$ cat config.mk
export PLATFORM = sky130hd
export DESIGN_NAME = pmc_power_monitor
export DESIGN_NICKNAME = d
export VERILOG_FILES = /design/src/shared/pmc_pkg.sv /design/src/hdl/pmc_sync.sv /design/src/hdl/pmc_ahb_front.sv /design/src/hdl/pmc_power_monitor.sv
export SDC_FILE = /design/constraint.sdc
export NUM_CORES = 1
export LEC_CHECK = 0
export BUFFER_PORTS_ARGS = -buffer_cell sky130_fd_sc_hd__buf_2
export CAP_MARGIN = 5
export CORE_MARGIN = 2
export CORE_UTILIZATION = 43
export DETAILED_ROUTE_END_ITERATION = 10
export PLACE_DENSITY = 0.89
export SKIP_LAST_GASP = 1
export SYNTH_ARGS = -nofsm -noshare
export SYNTH_HDL_FRONTEND = slang
export SYNTH_HIERARCHICAL = 1
export SYNTH_SLANG_ARGS = --single-unit
$ cat constraint.sdc
create_clock -name core_clk -period 2.5 [get_ports core_clk]
set_input_delay 0 -clock core_clk [delete_from_list [all_inputs] [get_ports core_clk]]
set_output_delay 0 -clock core_clk [all_outputs]
set_load 0.01 [all_outputs]
$ cat src/shared/pmc_pkg.sv
// constants, field layout and types of the power monitor control block
package pmc_pkg;

  // register word offsets (byte addresses, low bits of haddr)
  localparam int                ADDR_W       = 4;
  localparam logic [ADDR_W-1:0] OFS_DETECT   = 4'h0;
  localparam logic [ADDR_W-1:0] OFS_WARN     = 4'h4;
  localparam logic [ADDR_W-1:0] OFS_IRQ_STAT = 4'h8;
  localparam logic [ADDR_W-1:0] OFS_IRQ_MASK = 4'hc;

  // power_detect_control fields
  localparam int B_DET_FLAG  = 7;
  localparam int B_DET_ACK   = 6;
  localparam int B_IRQ_EN    = 5;
  localparam int B_RST_EN    = 4;
  localparam int B_STOP_EN   = 3;
  localparam int B_DET_EN    = 2;

  // power_warning_stop_control fields
  localparam int B_WARN_FLAG = 7;
  localparam int B_WARN_ACK  = 6;
  localparam int B_DET_SEL   = 5;
  localparam int B_WARN_SEL  = 4;
  localparam int B_PPD_FLAG  = 3;
  localparam int B_PPD_ACK   = 2;
  localparam int B_PD_EN     = 1;
  localparam int B_PD_MODE   = 0;

  // values after reset
  localparam logic [7:0] RST_DETECT_CTRL = 8'h1c;
  localparam logic [7:0] RST_WARN_CTRL   = 8'h00;

  // interrupt status and mask layout
  localparam int         IRQ_N        = 3;
  localparam int         IRQ_DETECT   = 0;
  localparam int         IRQ_WARNING  = 1;
  localparam int         IRQ_RECOVERY = 2;
  localparam logic [2:0] RST_IRQ_MASK = 3'h0;

  // synchroniser input lanes
  localparam int SYN_DET  = 0;
  localparam int SYN_WARN = 1;
  localparam int SYN_WAKE = 2;

  // ahb-lite encodings
  localparam logic [1:0] HTRANS_NONSEQ = 2'h2;
  localparam logic [2:0] HSIZE_WORD    = 3'h2;

  typedef enum logic [3:0] {
    ST_RUN  = 4'b0001,
    ST_STOP = 4'b0010,
    ST_FULL = 4'b0100,
    ST_PART = 4'b1000
  } pmc_stop_t;

endpackage : pmc_pkg

$ cat src/hdl/pmc_sync.sv
// two-flop synchroniser for comparator and wake levels
`timescale 1ns/10ps
module pmc_sync #(
  parameter int WIDTH = 3
) (
  // clock and reset
  input  wire logic             core_clk,
  input  wire logic             rst_n,
  // levels
  input  wire logic [WIDTH-1:0] async,
  output logic      [WIDTH-1:0] synced
);

  typedef struct packed {
    logic [WIDTH-1:0] s1;
    logic [WIDTH-1:0] s2;
  } pmc_sync_state_t;

  pmc_sync_state_t q;
  pmc_sync_state_t d;

  generate
    if (WIDTH < 1) begin : g_bad
      $error("pmc_sync needs at least one lane");
    end
  endgenerate

  always_comb begin
    d    = q;
    d.s1 = async;
    d.s2 = q.s1;
    if (!rst_n) begin
      d = '0;
    end
  end

  always_ff @(posedge core_clk) begin
    q <= d;
  end

  assign synced = q.s2;

endmodule : pmc_sync

$ cat src/hdl/pmc_ahb_front.sv
// ahb-lite address phase capture for the power monitor registers
`timescale 1ns/10ps
module pmc_ahb_front import pmc_pkg::*; (
  // clock and reset
  input  wire logic              core_clk,
  input  wire logic              rst_n,
  // address phase
  input  wire logic              hsel,
  input  wire logic [ADDR_W-1:0] addrLow,
  input  wire logic [1:0]        htrans,
  input  wire logic              hwrite,
  input  wire logic [2:0]        hsize,
  input  wire logic              hready,
  // decoded
  output logic                   rdNow,
  output logic                   wrStb,
  output logic [ADDR_W-1:0]      wAddr
);

  typedef struct packed {
    logic              wr;
    logic [ADDR_W-1:0] addr;
  } pmc_front_state_t;

  pmc_front_state_t q;
  pmc_front_state_t d;
  logic             take;

  // other sizes are dropped: only whole words are served
  assign take  = hsel && hready && htrans == HTRANS_NONSEQ && hsize == HSIZE_WORD;
  assign rdNow = take && !hwrite;

  always_comb begin
    d      = q;
    d.wr   = take && hwrite;
    d.addr = addrLow;
    if (!rst_n) begin
      d = '0;
    end
  end

  always_ff @(posedge core_clk) begin
    q <= d;
  end

  assign wrStb = q.wr;
  assign wAddr = q.addr;

endmodule : pmc_ahb_front

$ cat src/hdl/pmc_power_monitor.sv
// power monitor control: undervolt detect, warning and power-down stop control
`timescale 1ns/10ps
module pmc_power_monitor import pmc_pkg::*; (
  // clock and reset
  input  wire logic        core_clk,
  input  wire logic        rst_n,
  input  wire logic        resetIsPor,
  // ahb-lite slave
  input  wire logic        hsel,
  input  wire logic [31:0] haddr,
  input  wire logic [1:0]  htrans,
  input  wire logic        hwrite,
  input  wire logic [2:0]  hsize,
  input  wire logic [31:0] hwdata,
  input  wire logic        hready,
  output logic      [31:0] hrdata,
  output logic             hreadyout,
  output logic             hresp,
  // comparators and power control
  input  wire logic        detectCmp,
  input  wire logic        warningCmp,
  input  wire logic        wakeIn,
  input  wire logic        stopReq,
  output logic             detectActive,
  output logic             detectThresholdSel,
  output logic             warningThresholdSel,
  output logic             fullPowerdownStop,
  output logic             partialPowerdownStop,
  output logic             undervoltIrq,
  output logic             sysResetReq,
  output logic             irq
);

  typedef struct packed {
    logic             detFlag;
    logic             irqEn;
    logic             rstEn;
    logic             stopEn;
    logic             detEn;
    logic             once1;
    logic             warnFlag;
    logic             detSel;
    logic             warnSel;
    logic             ppdFlag;
    logic             pdEn;
    logic             pdMode;
    logic             once2;
    pmc_stop_t        st;
    logic [IRQ_N-1:0] stat;
    logic [IRQ_N-1:0] mask;
    logic [31:0]      rdata;
    logic             detAct;
    logic             detIrq;
    logic             rstReq;
    logic             fullOut;
    logic             partOut;
    logic             irqOut;
    logic             ready;
  } pmc_state_t;

  pmc_state_t        q;
  pmc_state_t        d;
  logic [IRQ_N-1:0]  syn;
  logic              rdNow;
  logic              wrStb;
  logic [ADDR_W-1:0] wAddr;
  logic              wr1;
  logic              wr2;
  logic              wrS;
  logic              wrM;
  logic              detLive;
  logic              wakePart;
  logic [IRQ_N-1:0]  events;

  pmc_sync #(
    .WIDTH (IRQ_N)
  ) u_sync (
    .core_clk (core_clk),
    .rst_n    (rst_n),
    .async    ({wakeIn, warningCmp, detectCmp}),
    .synced   (syn)
  );

  pmc_ahb_front u_front (
    .core_clk (core_clk),
    .rst_n    (rst_n),
    .hsel     (hsel),
    .addrLow  (haddr[ADDR_W-1:0]),
    .htrans   (htrans),
    .hwrite   (hwrite),
    .hsize    (hsize),
    .hready   (hready),
    .rdNow    (rdNow),
    .wrStb    (wrStb),
    .wAddr    (wAddr)
  );

  assign wr1 = wrStb && wAddr == OFS_DETECT;
  assign wr2 = wrStb && wAddr == OFS_WARN;
  assign wrS = wrStb && wAddr == OFS_IRQ_STAT;
  assign wrM = wrStb && wAddr == OFS_IRQ_MASK;

  // detection is live in run, and in any stop only if kept on
  assign detLive  = q.detEn && (q.st == ST_RUN || q.stopEn);
  assign wakePart = q.st == ST_PART && syn[SYN_WAKE];

  // events fire on the rising of each flag only
  assign events[IRQ_DETECT]   = detLive && syn[SYN_DET] && !q.detFlag;
  assign events[IRQ_WARNING]  = syn[SYN_WARN] && !q.warnFlag;
  assign events[IRQ_RECOVERY] = wakePart && !q.ppdFlag;

  always_comb begin
    d = q;
    // set wins over the acknowledge in the same cycle
    d.detFlag = (detLive && syn[SYN_DET])
              || (q.detFlag && !(wr1 && hwdata[B_DET_ACK]));
    d.warnFlag = syn[SYN_WARN]
               || (q.warnFlag && !(wr2 && hwdata[B_WARN_ACK]));
    d.ppdFlag = wakePart
              || (q.ppdFlag && !(wr2 && hwdata[B_PPD_ACK]));
    if (wr1) begin
      d.irqEn = hwdata[B_IRQ_EN];
      d.once1 = 1'b1;
      if (!q.once1) begin
        d.rstEn  = hwdata[B_RST_EN];
        d.stopEn = hwdata[B_STOP_EN];
        d.detEn  = hwdata[B_DET_EN];
      end
    end
    if (wr2) begin
      d.detSel  = hwdata[B_DET_SEL];
      d.warnSel = hwdata[B_WARN_SEL];
      d.once2   = 1'b1;
      if (!q.once2) begin
        d.pdEn   = hwdata[B_PD_EN];
        d.pdMode = hwdata[B_PD_MODE];
      end
    end
    unique case (q.st)
      ST_RUN: begin
        if (stopReq) begin
          if (!q.pdEn) begin
            d.st = ST_STOP;
          end else if (q.pdMode) begin
            d.st = ST_PART;
          end else begin
            d.st = ST_FULL;
          end
        end
      end
      ST_STOP, ST_FULL, ST_PART: begin
        if (syn[SYN_WAKE]) begin
          d.st = ST_RUN;
        end
      end
      default: begin
        d.st = ST_RUN;
      end
    endcase
    // write one to clear; a fresh event survives its own clear
    d.stat = (q.stat & ~(wrS ? hwdata[IRQ_N-1:0] : '0)) | events;
    if (wrM) begin
      d.mask = hwdata[IRQ_N-1:0];
    end
    if (!rst_n) begin
      d.detFlag  = RST_DETECT_CTRL[B_DET_FLAG];
      d.irqEn    = RST_DETECT_CTRL[B_IRQ_EN];
      d.rstEn    = RST_DETECT_CTRL[B_RST_EN];
      d.stopEn   = RST_DETECT_CTRL[B_STOP_EN];
      d.detEn    = RST_DETECT_CTRL[B_DET_EN];
      d.once1    = 1'b0;
      d.warnFlag = RST_WARN_CTRL[B_WARN_FLAG];
      d.ppdFlag  = RST_WARN_CTRL[B_PPD_FLAG];
      d.pdEn     = RST_WARN_CTRL[B_PD_EN];
      d.pdMode   = RST_WARN_CTRL[B_PD_MODE];
      d.once2    = 1'b0;
      d.st       = ST_RUN;
      d.stat     = '0;
      d.mask     = RST_IRQ_MASK;
      // selects survive every reset but power-on
      if (resetIsPor) begin
        d.detSel  = RST_WARN_CTRL[B_DET_SEL];
        d.warnSel = RST_WARN_CTRL[B_WARN_SEL];
      end else begin
        d.detSel  = q.detSel;
        d.warnSel = q.warnSel;
      end
    end
    // outputs registered from the next state so they match the fields
    d.detAct = d.detEn && (d.st == ST_RUN || d.stopEn);
    d.detIrq = d.detEn && d.irqEn && d.detFlag;
    d.rstReq = d.detEn && d.rstEn && d.detFlag;
    d.irqOut = |(d.stat & d.mask);
    d.fullOut = d.st == ST_FULL;
    d.partOut = d.st == ST_PART;
    d.ready  = rst_n;
    // read data taken in the address phase from the next state, so a
    // write in the data phase just ending is already visible
    d.rdata = '0;
    if (rdNow && rst_n) begin
      unique case (haddr[ADDR_W-1:0])
        OFS_DETECT:
          d.rdata[7:0] = {d.detFlag, 1'b0, d.irqEn, d.rstEn,
                          d.stopEn, d.detEn, 2'b00};
        OFS_WARN:
          d.rdata[7:0] = {d.warnFlag, 1'b0, d.detSel, d.warnSel,
                          d.ppdFlag, 1'b0, d.pdEn, d.pdMode};
        OFS_IRQ_STAT:
          d.rdata[IRQ_N-1:0] = d.stat;
        OFS_IRQ_MASK:
          d.rdata[IRQ_N-1:0] = d.mask;
        default:
          d.rdata = '0;
      endcase
    end
  end

  always_ff @(posedge core_clk) begin
    q <= d;
  end

  assign hrdata               = q.rdata;
  assign hreadyout            = q.ready;
  assign hresp                = 1'b0;
  assign detectActive         = q.detAct;
  assign detectThresholdSel   = q.detSel;
  assign warningThresholdSel  = q.warnSel;
  assign fullPowerdownStop    = q.fullOut;
  assign partialPowerdownStop = q.partOut;
  assign undervoltIrq         = q.detIrq;
  assign sysResetReq          = q.rstReq;
  assign irq                  = q.irqOut;
endmodule : pmc_power_monitor

Word level (Yosys, flattened, before mapping)
Index checks and enable logic that the tools add are counted.
{ "word_totals": {"register_bits": 73, "inputBits": 79, "out_inout_bits": 42, "word_cells": 107} }
{ "classes": {"n_eq_ne": 15, "n_mux": 16, "bitwise": 4, "n_reduce_logical": 43} }
{ "ops": {"columns": ["op", "n"], "rows": [
  ["$logic_and A1 B1 Y1", 27],
  ["$eq A4 B4 Y1 const B", 6],
  ["$mux W23", 1],
  ["$eq A4 B3 Y1 const B", 4],
  ["$mux W4", 4],
  ["$mux W3", 4],
  ["$pmux W3 S4", 1],
  ["$pmux W5 S2", 1],
  ["$eq A4 B1 Y1 const B", 2],
  ["$logic_not A4 Y1", 2],
  ["$pmux W4 S2", 1],
  ["$logic_not A1 Y1", 7],
  ["$and A3 B3 Y3", 2],
  ["$mux W2", 3],
  ["$reduce_or A3 Y1", 2],
  ["$logic_or A1 B1 Y1", 5],
  ["$mux W5", 1],
  ["$eq A4 B2 Y1 const B", 1],
  ["$eq A3 B2 Y1 const B", 1],
  ["$not A3 Y3", 1],
  ["$or A3 B3 Y3", 1],
  ["$eq A2 B2 Y1 const B", 1]
]} }

Depth between registers and ports, before layout
Gate-level depths: netlist of run 1.
{ "depth": {"word_depth": 10, "ltp_mapped": 7} }

By module
Netlist of run 1, hierarchy kept.
{ "by_module_without_submodules": {"columns": ["mod", "n_inst", "cells_each", "area_per_inst_um2", "seq_area_each_um2"], "rows": [
  ["pmc_power_monitor", 1, 190, 1706.6, 740.7],
  ["pmc_ahb_front", 1, 14, 183.9, 100.1],
  ["pmc_sync", 1, 15, 180.2, 120.1]
]} }

Worst setup path after synthesis of run 1
Ideal clock, no wire load.
{ "synth_timing": {"kind": "register to register", "startpoint": "register u_front.q, in the netlist u_front/wAddr[1]", "endpoint": "register q, in the netlist hrdata[3]", "arrival_time_ns": 1.690, "t_required_ns": 2.368, "setup_slack_ns": 0.678, "stages_incl_launch_ff": 7, "n_path_buf": 1, "period_less_slack_ns": 1.822, "path_cell_list": "dfxtp_1 or3b_1 buf_2 nor4_1 mux2_2 nor2_1 o32ai_1"} }
{ "synth_between": {"elab_chain_cells": 8, "word_cells_on_any_way": 11, "cone_classes": "eq/ne: 1; mux: 3; reduce/logical: 7"} }
{ "synth_lines": {"columns": ["item", "line", "source"], "rows": [
  ["from (decl)", "pmc_ahb_front.sv:25", "pmc_front_state_t q;"],
  ["from (signal assigned)", "pmc_ahb_front.sv:43", "q <= d;"],
  ["$eq A4 B3 Y1", "pmc_power_monitor.sv:99", "assign wr2 = wrStb && wAddr == OFS_WARN;"],
  ["$logic_and A1 B1 Y1", "pmc_power_monitor.sv:99", null],
  ["$logic_and A1 B1 Y1", "pmc_power_monitor.sv:120", "|| (q.ppdFlag && !(wr2 && hwdata[B_PPD_ACK]));"],
  ["$logic_not A1 Y1", "pmc_power_monitor.sv:120", null],
  ["$logic_and A1 B1 Y1", "pmc_power_monitor.sv:120", null],
  ["$logic_or A1 B1 Y1", "pmc_power_monitor.sv:120", null],
  ["$mux W23 (*)", "pmc_power_monitor.sv:165", "if (!rst_n) begin"],
  ["$pmux W5 S2 (*)", "pmc_power_monitor.sv:201", "unique case (haddr[ADDR_W-1:0])"],
  ["to (signal assigned)", "pmc_power_monitor.sv:219", "q <= d;"],
  ["to (decl)", "pmc_power_monitor.sv:61", "pmc_state_t q;"]
]} }
Every way passes the cells marked *; elsewhere a longest branch is shown, timed or not.
A chain may end at the register's enable or synchronous reset.

Worst setup path in the final report of run 1
Ends and elaborated chain as after synthesis.

==> flow_metrics.env, run 1 <==
export IMPL_yosys_top_cells_area="dfxtp_1 (46%), buf_4 (13%), nor2_1 (4.2%)"
export IMPL_fin_util_pct=50.6
export IMPL_cts_hold_buf=10
export IMPL_drt_vias_per_instance=4.81
export IMPL_netlist_area_leader_share_pct=46.4
export IMPL_layout_min_cycle_time_ns=1.98
export IMPL_cts_tree="yes"
export IMPL_cp_start_kind="flip-flop"
export IMPL_cp_end_kind="flip-flop"
export IMPL_clk_pin_slew_ns=0.09
export IMPL_combPwrFrac_pct=7.5
export IMPL_min_path_type="in -> reg"
export IMPL_cts_resized=0
export IMPL_die_y_um=73.4
export IMPL_avgSynthCellArea_um2=9.46
export IMPL_clk_latency_ns=0.30
export IMPL_drc=0
export IMPL_grt_first_pass_wirelength_um=6230
export IMPL_floorplan_initialDensity_pct=44.1
export IMPL_drv_slew=0
export IMPL_area_delta_synth_final_pct=14.6
export IMPL_ir_drop_mv=0.465
export IMPL_arrival_ns=2.16
export IMPL_seq_area_frac_synth_pct=46.4
export IMPL_place_gp_congestion=0.783
export IMPL_p_leak_nw=1.04
export IMPL_grt_overflow_total=0
export IMPL_die_area_um2=5390
export IMPL_clock_path_buffers=2
export IMPL_core_area_um2=4690
export IMPL_vias=1524
export IMPL_wirelength_um=3850
export IMPL_p_seq_share_pct=54.8
export IMPL_worstPathRequired_ns=2.68
export IMPL_maxSlewHeadroom_pct=55.5
export IMPL_syn_inst=219
export IMPL_worstPathCellList="or3b_1, nor4_1, mux2_2, nor2_1, o32ai_1"
export IMPL_clockPowerShare_pct=37.7
export IMPL_firstDrtPassIters=4
export IMPL_fin_cells=317
export IMPL_grt_use_total_pct=14.9
export IMPL_cts_root_buf="clkbuf_8"
export IMPL_drive_above_1_share_pct=23.6
export IMPL_grt_pass1_vias=1369
export IMPL_intPower_mw=1.12
export IMPL_synth_largest_area_cell="dfxtp_1"
export IMPL_cpPeakStageDelay_ns=0.47
export IMPL_synthArstFlopShare_pct=0
export IMPL_fin_tns_setup_ns=0
export IMPL_fin_ws_ns=0.518
export IMPL_yosys_register_bits=48
export IMPL_ys_flop_type="dfxtp_1"
export IMPL_status="complete, no violations"
export IMPL_power_switching_uw=319
export IMPL_critPathKind="reg -> reg"
export IMPL_timing_final_hold_violations=0
export IMPL_drt_iter0_drc=61
export IMPL_synth_edf_count=0
export IMPL_rsz0062_at_grt="no"
export IMPL_finalSetupViolCount=0
export IMPL_post_cts_buffers=0
export IMPL_synthDistinctLibCells=46
export IMPL_finalClockSkew_ns=0.00764
export IMPL_portBuffers=41
export IMPL_max_cap_violations=0
export IMPL_total_power_mw=1.44
export IMPL_power_density_nw_per_um2=607
export IMPL_die_w_um=73.4
export IMPL_ys_warn_count=6
export IMPL_avgRoutedWirePerCell_um=12.1
export IMPL_pre_cts_slack_ns=0.511
export IMPL_ant_nets=0
export IMPL_fin_crit_sh_pct=79.3
export IMPL_cp_max_fo=6
export IMPL_io_pins=121
export IMPL_grt_max_degree=24
export IMPL_tightest_slew_ns=0.659
export IMPL_rows=25
export IMPL_hpwl_um=2850
export IMPL_dp_cells=299
export IMPL_antenna_found_initial=0
export IMPL_nets=341
export IMPL_cts_buffers=5
export IMPL_htreeDepth=2
export IMPL_fmax_mhz=505
export IMPL_netSwitchingFraction_pct=22.1
export IMPL_cts_sinks=48
export IMPL_critPathSlowestCell="or3b_1"
export IMPL_diodes=0
export IMPL_syn_area_um2=2070
[state kept, by name (all words and copies together), names as in the netlist, 3 cells and up]
name / flops
u_sync/q: 3
hrdata: 7
u_front/wAddr: 4
u_sync/synced: 3
q: 21
[worst max-delay path, delay by kind of cell (launching register included)]
kind	cells	cell delay [ns]
and+or+nand+nor	3	1.07
muxes	1	0.39
DFF	1	0.31
AOI/OAI and AO/OA	1	0.10
[power groups by stage]
stage                     logic [mW]  registers, mW  clock network (mW)
final                          0.108          0.789               0.543
after global routing           0.122          0.790               0.583
after CTS                      0.107          0.789               0.562
after detailed placement      0.0956          0.807                   0
after global placement        0.0938          0.805                   0
after floorplan               0.0907          0.805                   0
[per-layer routing]
layer | track usage (%) | routed length (um)
met1 | 18.7 | 1590
met2 | 25.2 | 1930
met3 | 4.12 | 296
met4 | 3.64 | 34
met5 | 0 | 0
[per-stage QoR]
stage	hold WS (ns)	area [um2]
after global routing	0.0107	2370
after global placement	0.200	2160
final	0.0168	2370
after detailed placement	0.202	2160
after floorplan	0.0277	2160
after CTS	0.00394	2370
[layout by cell type, fill, tap and decap left out, drive strengths merged, types with 2 or more instances in the layout]
cell | Yosys | routed
nor2 | 23 | 23
o211ai | 3 | 3
a32o | 2 | 2
nand2 | 11 | 11
nand3b | 2 | 2
inv | 9 | 9
nand3 | 5 | 5
nor4 | 2 | 2
o22ai | 2 | 2
or3 | 3 | 3
dlygate4sd3 | 0 | 10
nor4b | 2 | 2
nor3 | 5 | 5
buf | 39 | 44
and2 | 13 | 13
o21ai | 3 | 3
nand2b | 2 | 2
a21oi | 6 | 6
nand4b | 2 | 2
nor2b | 2 | 2
a22oi | 2 | 2
nor3b | 2 | 2
mux2i | 8 | 8
conb | 1 | 26
and3 | 2 | 2
mux2 | 3 | 3
clkbuf | 4 | 5
dfxtp | 48 | 48
[final cells by class]
| cell class | count | area, um2 |
|---|---|---|
| tap | 54 | 67.6 |
| multi-input combinational | 144 | 871 |
| inverter | 9 | 33.8 |
| sequential | 48 | 961 |
| timing repair buffer | 54 | 328 |
| fill | 449 | 2320 |
| clock inverter | 3 | 42.5 |
| clock buffer | 5 | 68.8 |
[final timing paths]
| check | startpoint | to | slack [ns] | cells after the start |
|---|---|---|---|---|
| setup / recovery | u_front/wAddr[1] | hrdata[3] | 0.52 | 5 |
| setup reg to reg | u_front/wAddr[1] | hrdata[3] | 0.52 | 5 |
| hold / removal | hwdata[0] | q[50] | 0.02 | 3 |
| hold reg to reg | u_sync/q[3] | u_sync/synced[0] | 0.44 | 1 |
[logic make-up after synthesis]
family	after synthesis	share of synthesized area [%]
buf+inv	52	16.1
other cells	1	0.181
flops	48	46.4
compound gates	27	9.37
simple gates	79	22.1
mux	11	5.50
xor+xnor	1	0.423
[synth_stat cells (2+ instances only)]
master    count
dfxtp_1      48
o22ai_1       2
nor4b_1       2
nand3b_1      2
nand3_1       5
nor3_1        3
a32o_1        2
o21ai_0       3
and2_1       13
mux2i_1       8
nand2_1      11
nor3b_1       2
buf_2         2
a21oi_1       6
clkbuf_1      4
nor2_1       23
a22oi_1       2
mux2_2        3
inv_1         9
nor2b_1       2
nor4_1        2
nand2b_1      2
nand4b_1      2
nor3_2        2
buf_4        36
o211ai_1      3
No activity file was read; power rests on OpenSTA's default activity.
==> run 2: changes to the inputs <==
==> constraint.sdc (replaced) <==
create_clock -name core_clk -period 1.94 [get_ports core_clk]
set_input_delay 0 -clock core_clk [delete_from_list [all_inputs] [get_ports core_clk]]
set_output_delay 0 -clock core_clk [all_outputs]
set_load 0.01 [all_outputs]
==> run 2 against run 1 <==
Register-to-register slack got worse by 0.43 ns. Cell count up 1.3%. Sequential power increased by 29%. Critical path depth rose by 1. Clock skew down 0.0038 ns. Largest power group unchanged.
==> flow_metrics.env, run 2 (synthesis gave the netlist of run 1 again) <==
export IMPL_critPathKind="reg -> reg"
export IMPL_power_density_nw_per_um2=731
export IMPL_maxSlewHeadroom_pct=63.5
export IMPL_grt_use_total_pct=15.0
export IMPL_startpoint="u_front/wrStb"
export IMPL_grt_first_pass_wirelength_um=6140
export IMPL_path_depth=6
export IMPL_fin_util_pct=51.0
export IMPL_arrival_ns=2.03
export IMPL_top_register="q"
export IMPL_fin_tns_setup_ns=0
export IMPL_drive_above_1_share_pct=24.7
export IMPL_p_seq_share_pct=58.1
export IMPL_rr_startpoint="u_front/wrStb"
export IMPL_cts_root_buf="clkbuf_8"
export IMPL_antenna_found_initial=0
export IMPL_place_gp_congestion=0.805
export IMPL_vias=1579
export IMPL_hpwl_um=2950
export IMPL_final_common_cell="dfxtp_1"
export IMPL_max_cap_violations=0
export IMPL_firstDrtPassIters=4
export IMPL_path_delay_family="simple AND/OR/NAND/NOR gates"
export IMPL_finalClockSkew_ns=0.00389
export IMPL_ant_nets=0
export IMPL_clockPowerShare_pct=33.7
export IMPL_fin_crit_sh_pct=95.6
export IMPL_cp_start_kind="flip-flop"
export IMPL_fmax_mhz=539
export IMPL_p_leak_nw=1.04
export IMPL_drt_vias_per_instance=4.92
export IMPL_rows=25
export IMPL_finalSetupViolCount=0
export IMPL_grt_overflow_total=0
export IMPL_nFillCells=421
export IMPL_mostFrequentLayoutCells="dfxtp_1 (48), buf_2 (41), conb_1 (26)"
export IMPL_drc=0
export IMPL_power_switching_uw=391
export IMPL_critical_path_n_buffers_inverters=1
export IMPL_core_area_um2=4690
export IMPL_htreeDepth=2
export IMPL_combPwrFrac_pct=8.3
export IMPL_cpPeakStageDelay_ns=0.41
export IMPL_largest_register_ffs=21
export IMPL_clock_path_buffers=2
export IMPL_total_power_mw=1.75
export IMPL_portBuffers=41
export IMPL_regToRegEndpoint="hrdata[4]"
export IMPL_rsz0062_at_grt="no"
export IMPL_io_pins=121
export IMPL_ff2ff_setup_slack_ns=0.08
export IMPL_worstPathCellList="or3b_4, buf_4, nor2_1, mux2_2, nand2_1, o22ai_1"
export IMPL_place_area_um2=2180
export IMPL_multi_input_area_um2=882
export IMPL_regArea_um2=961
export IMPL_nets=345
export IMPL_setup_worst_path_end="hrdata[4]"
export IMPL_netSwitchingFraction_pct=22.4
export IMPL_cp_end_kind="flip-flop"
export IMPL_clk_pin_slew_ns=0.08
export IMPL_design_area_um2=2390
export IMPL_min_path_type="in -> reg"
export IMPL_grt_pass1_vias=1442
export IMPL_worstPathRequired_ns=2.11
export IMPL_tightest_slew_ns=0.539
export IMPL_ir_drop_mv=0.370
export IMPL_drt_iter0_drc=63
export IMPL_avgRoutedWirePerCell_um=12.4
export IMPL_clk_latency_ns=0.29
export IMPL_layout_min_cycle_time_ns=1.86
export IMPL_cts_tree="yes"
export IMPL_status="complete, no violations"
export IMPL_die_y_um=73.4
export IMPL_die_area_um2=5390
export IMPL_wirelength_um=3970
export IMPL_drv_slew=0
export IMPL_ff2ff_path_depth=6
export IMPL_grt_max_degree=24
export IMPL_fin_hold_ws_ns=0.0104
export IMPL_cts_sinks=48
export IMPL_cp_max_fo=4
export IMPL_cts_buffers=5
export IMPL_diodes=0
export IMPL_timing_final_hold_violations=0
export IMPL_area_delta_synth_final_pct=15.6
export IMPL_intPower_mw=1.36
export IMPL_die_w_um=73.4
export IMPL_critPathSlowestCell="or3b_4"
export IMPL_floorplan_initialDensity_pct=44.1
==> run 2: cell count changes in the layout (fill, tap and decap cells not counted) <==
cell,change
mux2i_1,-2
a2111oi_1,+1
mux2i_2,+2
a2111oi_0,-1
or3b_1,-1
clkinvlp_4,-1
clkbuf_1,+2
buf_4,+3
bufinv_16,-1
clkbuf_8,+1
clkinv_2,-1
dlygate4sd3_1,+1
or3b_4,+1
==> run 2: final cells by class <==
class | count | area share [%]
multi-input combinational | 144 | 36.8
tap | 54 | 2.82
inverter | 9 | 1.41
sequential | 48 | 40.1
clock buffer | 8 | 3.76
timing repair buffer | 58 | 15.0
==> run 2: repair_timing <==
action | in CTS | in global routing
setup endpoints to repair | 0 | 5
endpoints found under the hold margin | 10 | 0
buffers inserted | 0 | 0
hold buffers | 11 | 0
resized for setup | 0 | 4
==> run 2: power by group through the flow <==
stage	Combinational (mW)	Sequential, mW	Clock [mW]
floorplan	0.117	1.04	0
global placement	0.125	1.04	0
detailed placement	0.127	1.04	0
CTS	0.142	1.02	0.610
global route	0.161	1.02	0.648
finish	0.145	1.02	0.589
==> run 2: how the worst min path moves through the flow <==
stage / start / end / slack [ns] / cells past startpoint
finish: hwdata[0] / q[50] / 0.01 / 3
global route: hwdata[0] / q[50] / 0.02 / 3
CTS: hwdata[1] / q[51] / 0.006 / 3
detailed placement: warningCmp / u_sync/q[4] / 0.20 / 2
global placement: warningCmp / u_sync/q[4] / 0.20 / 2
floorplan: rst_n / hreadyout / 0.03 / 0
==> run 2: through the flow <==
stage,worst slack (ns),cells
after CTS,0.0592,321
after global routing,0.0153,321
after floorplan,0.118,244
after global placement,0.0986,302
after detailed placement,0.0691,302
final,0.0845,321
==> run 2: per-layer routing <==
layer  GRT usage, %  vias up  part of all wire, %
met5              0        -                    0
met3           4.94        4                  8.0
met1           16.5      735                   39
met2           26.2       67                   52
met4           6.26        0                  1.1
li1               -      773                    -
==> run 2: worst register-to-register path, cell delays in order, from the launching register on <==
cell and delay (ns):
dfxtp_1 0.33, or3b_4 0.41, buf_4 0.16, nor2_1 0.29
mux2_2 0.38, nand2_1 0.10, o22ai_1 0.08
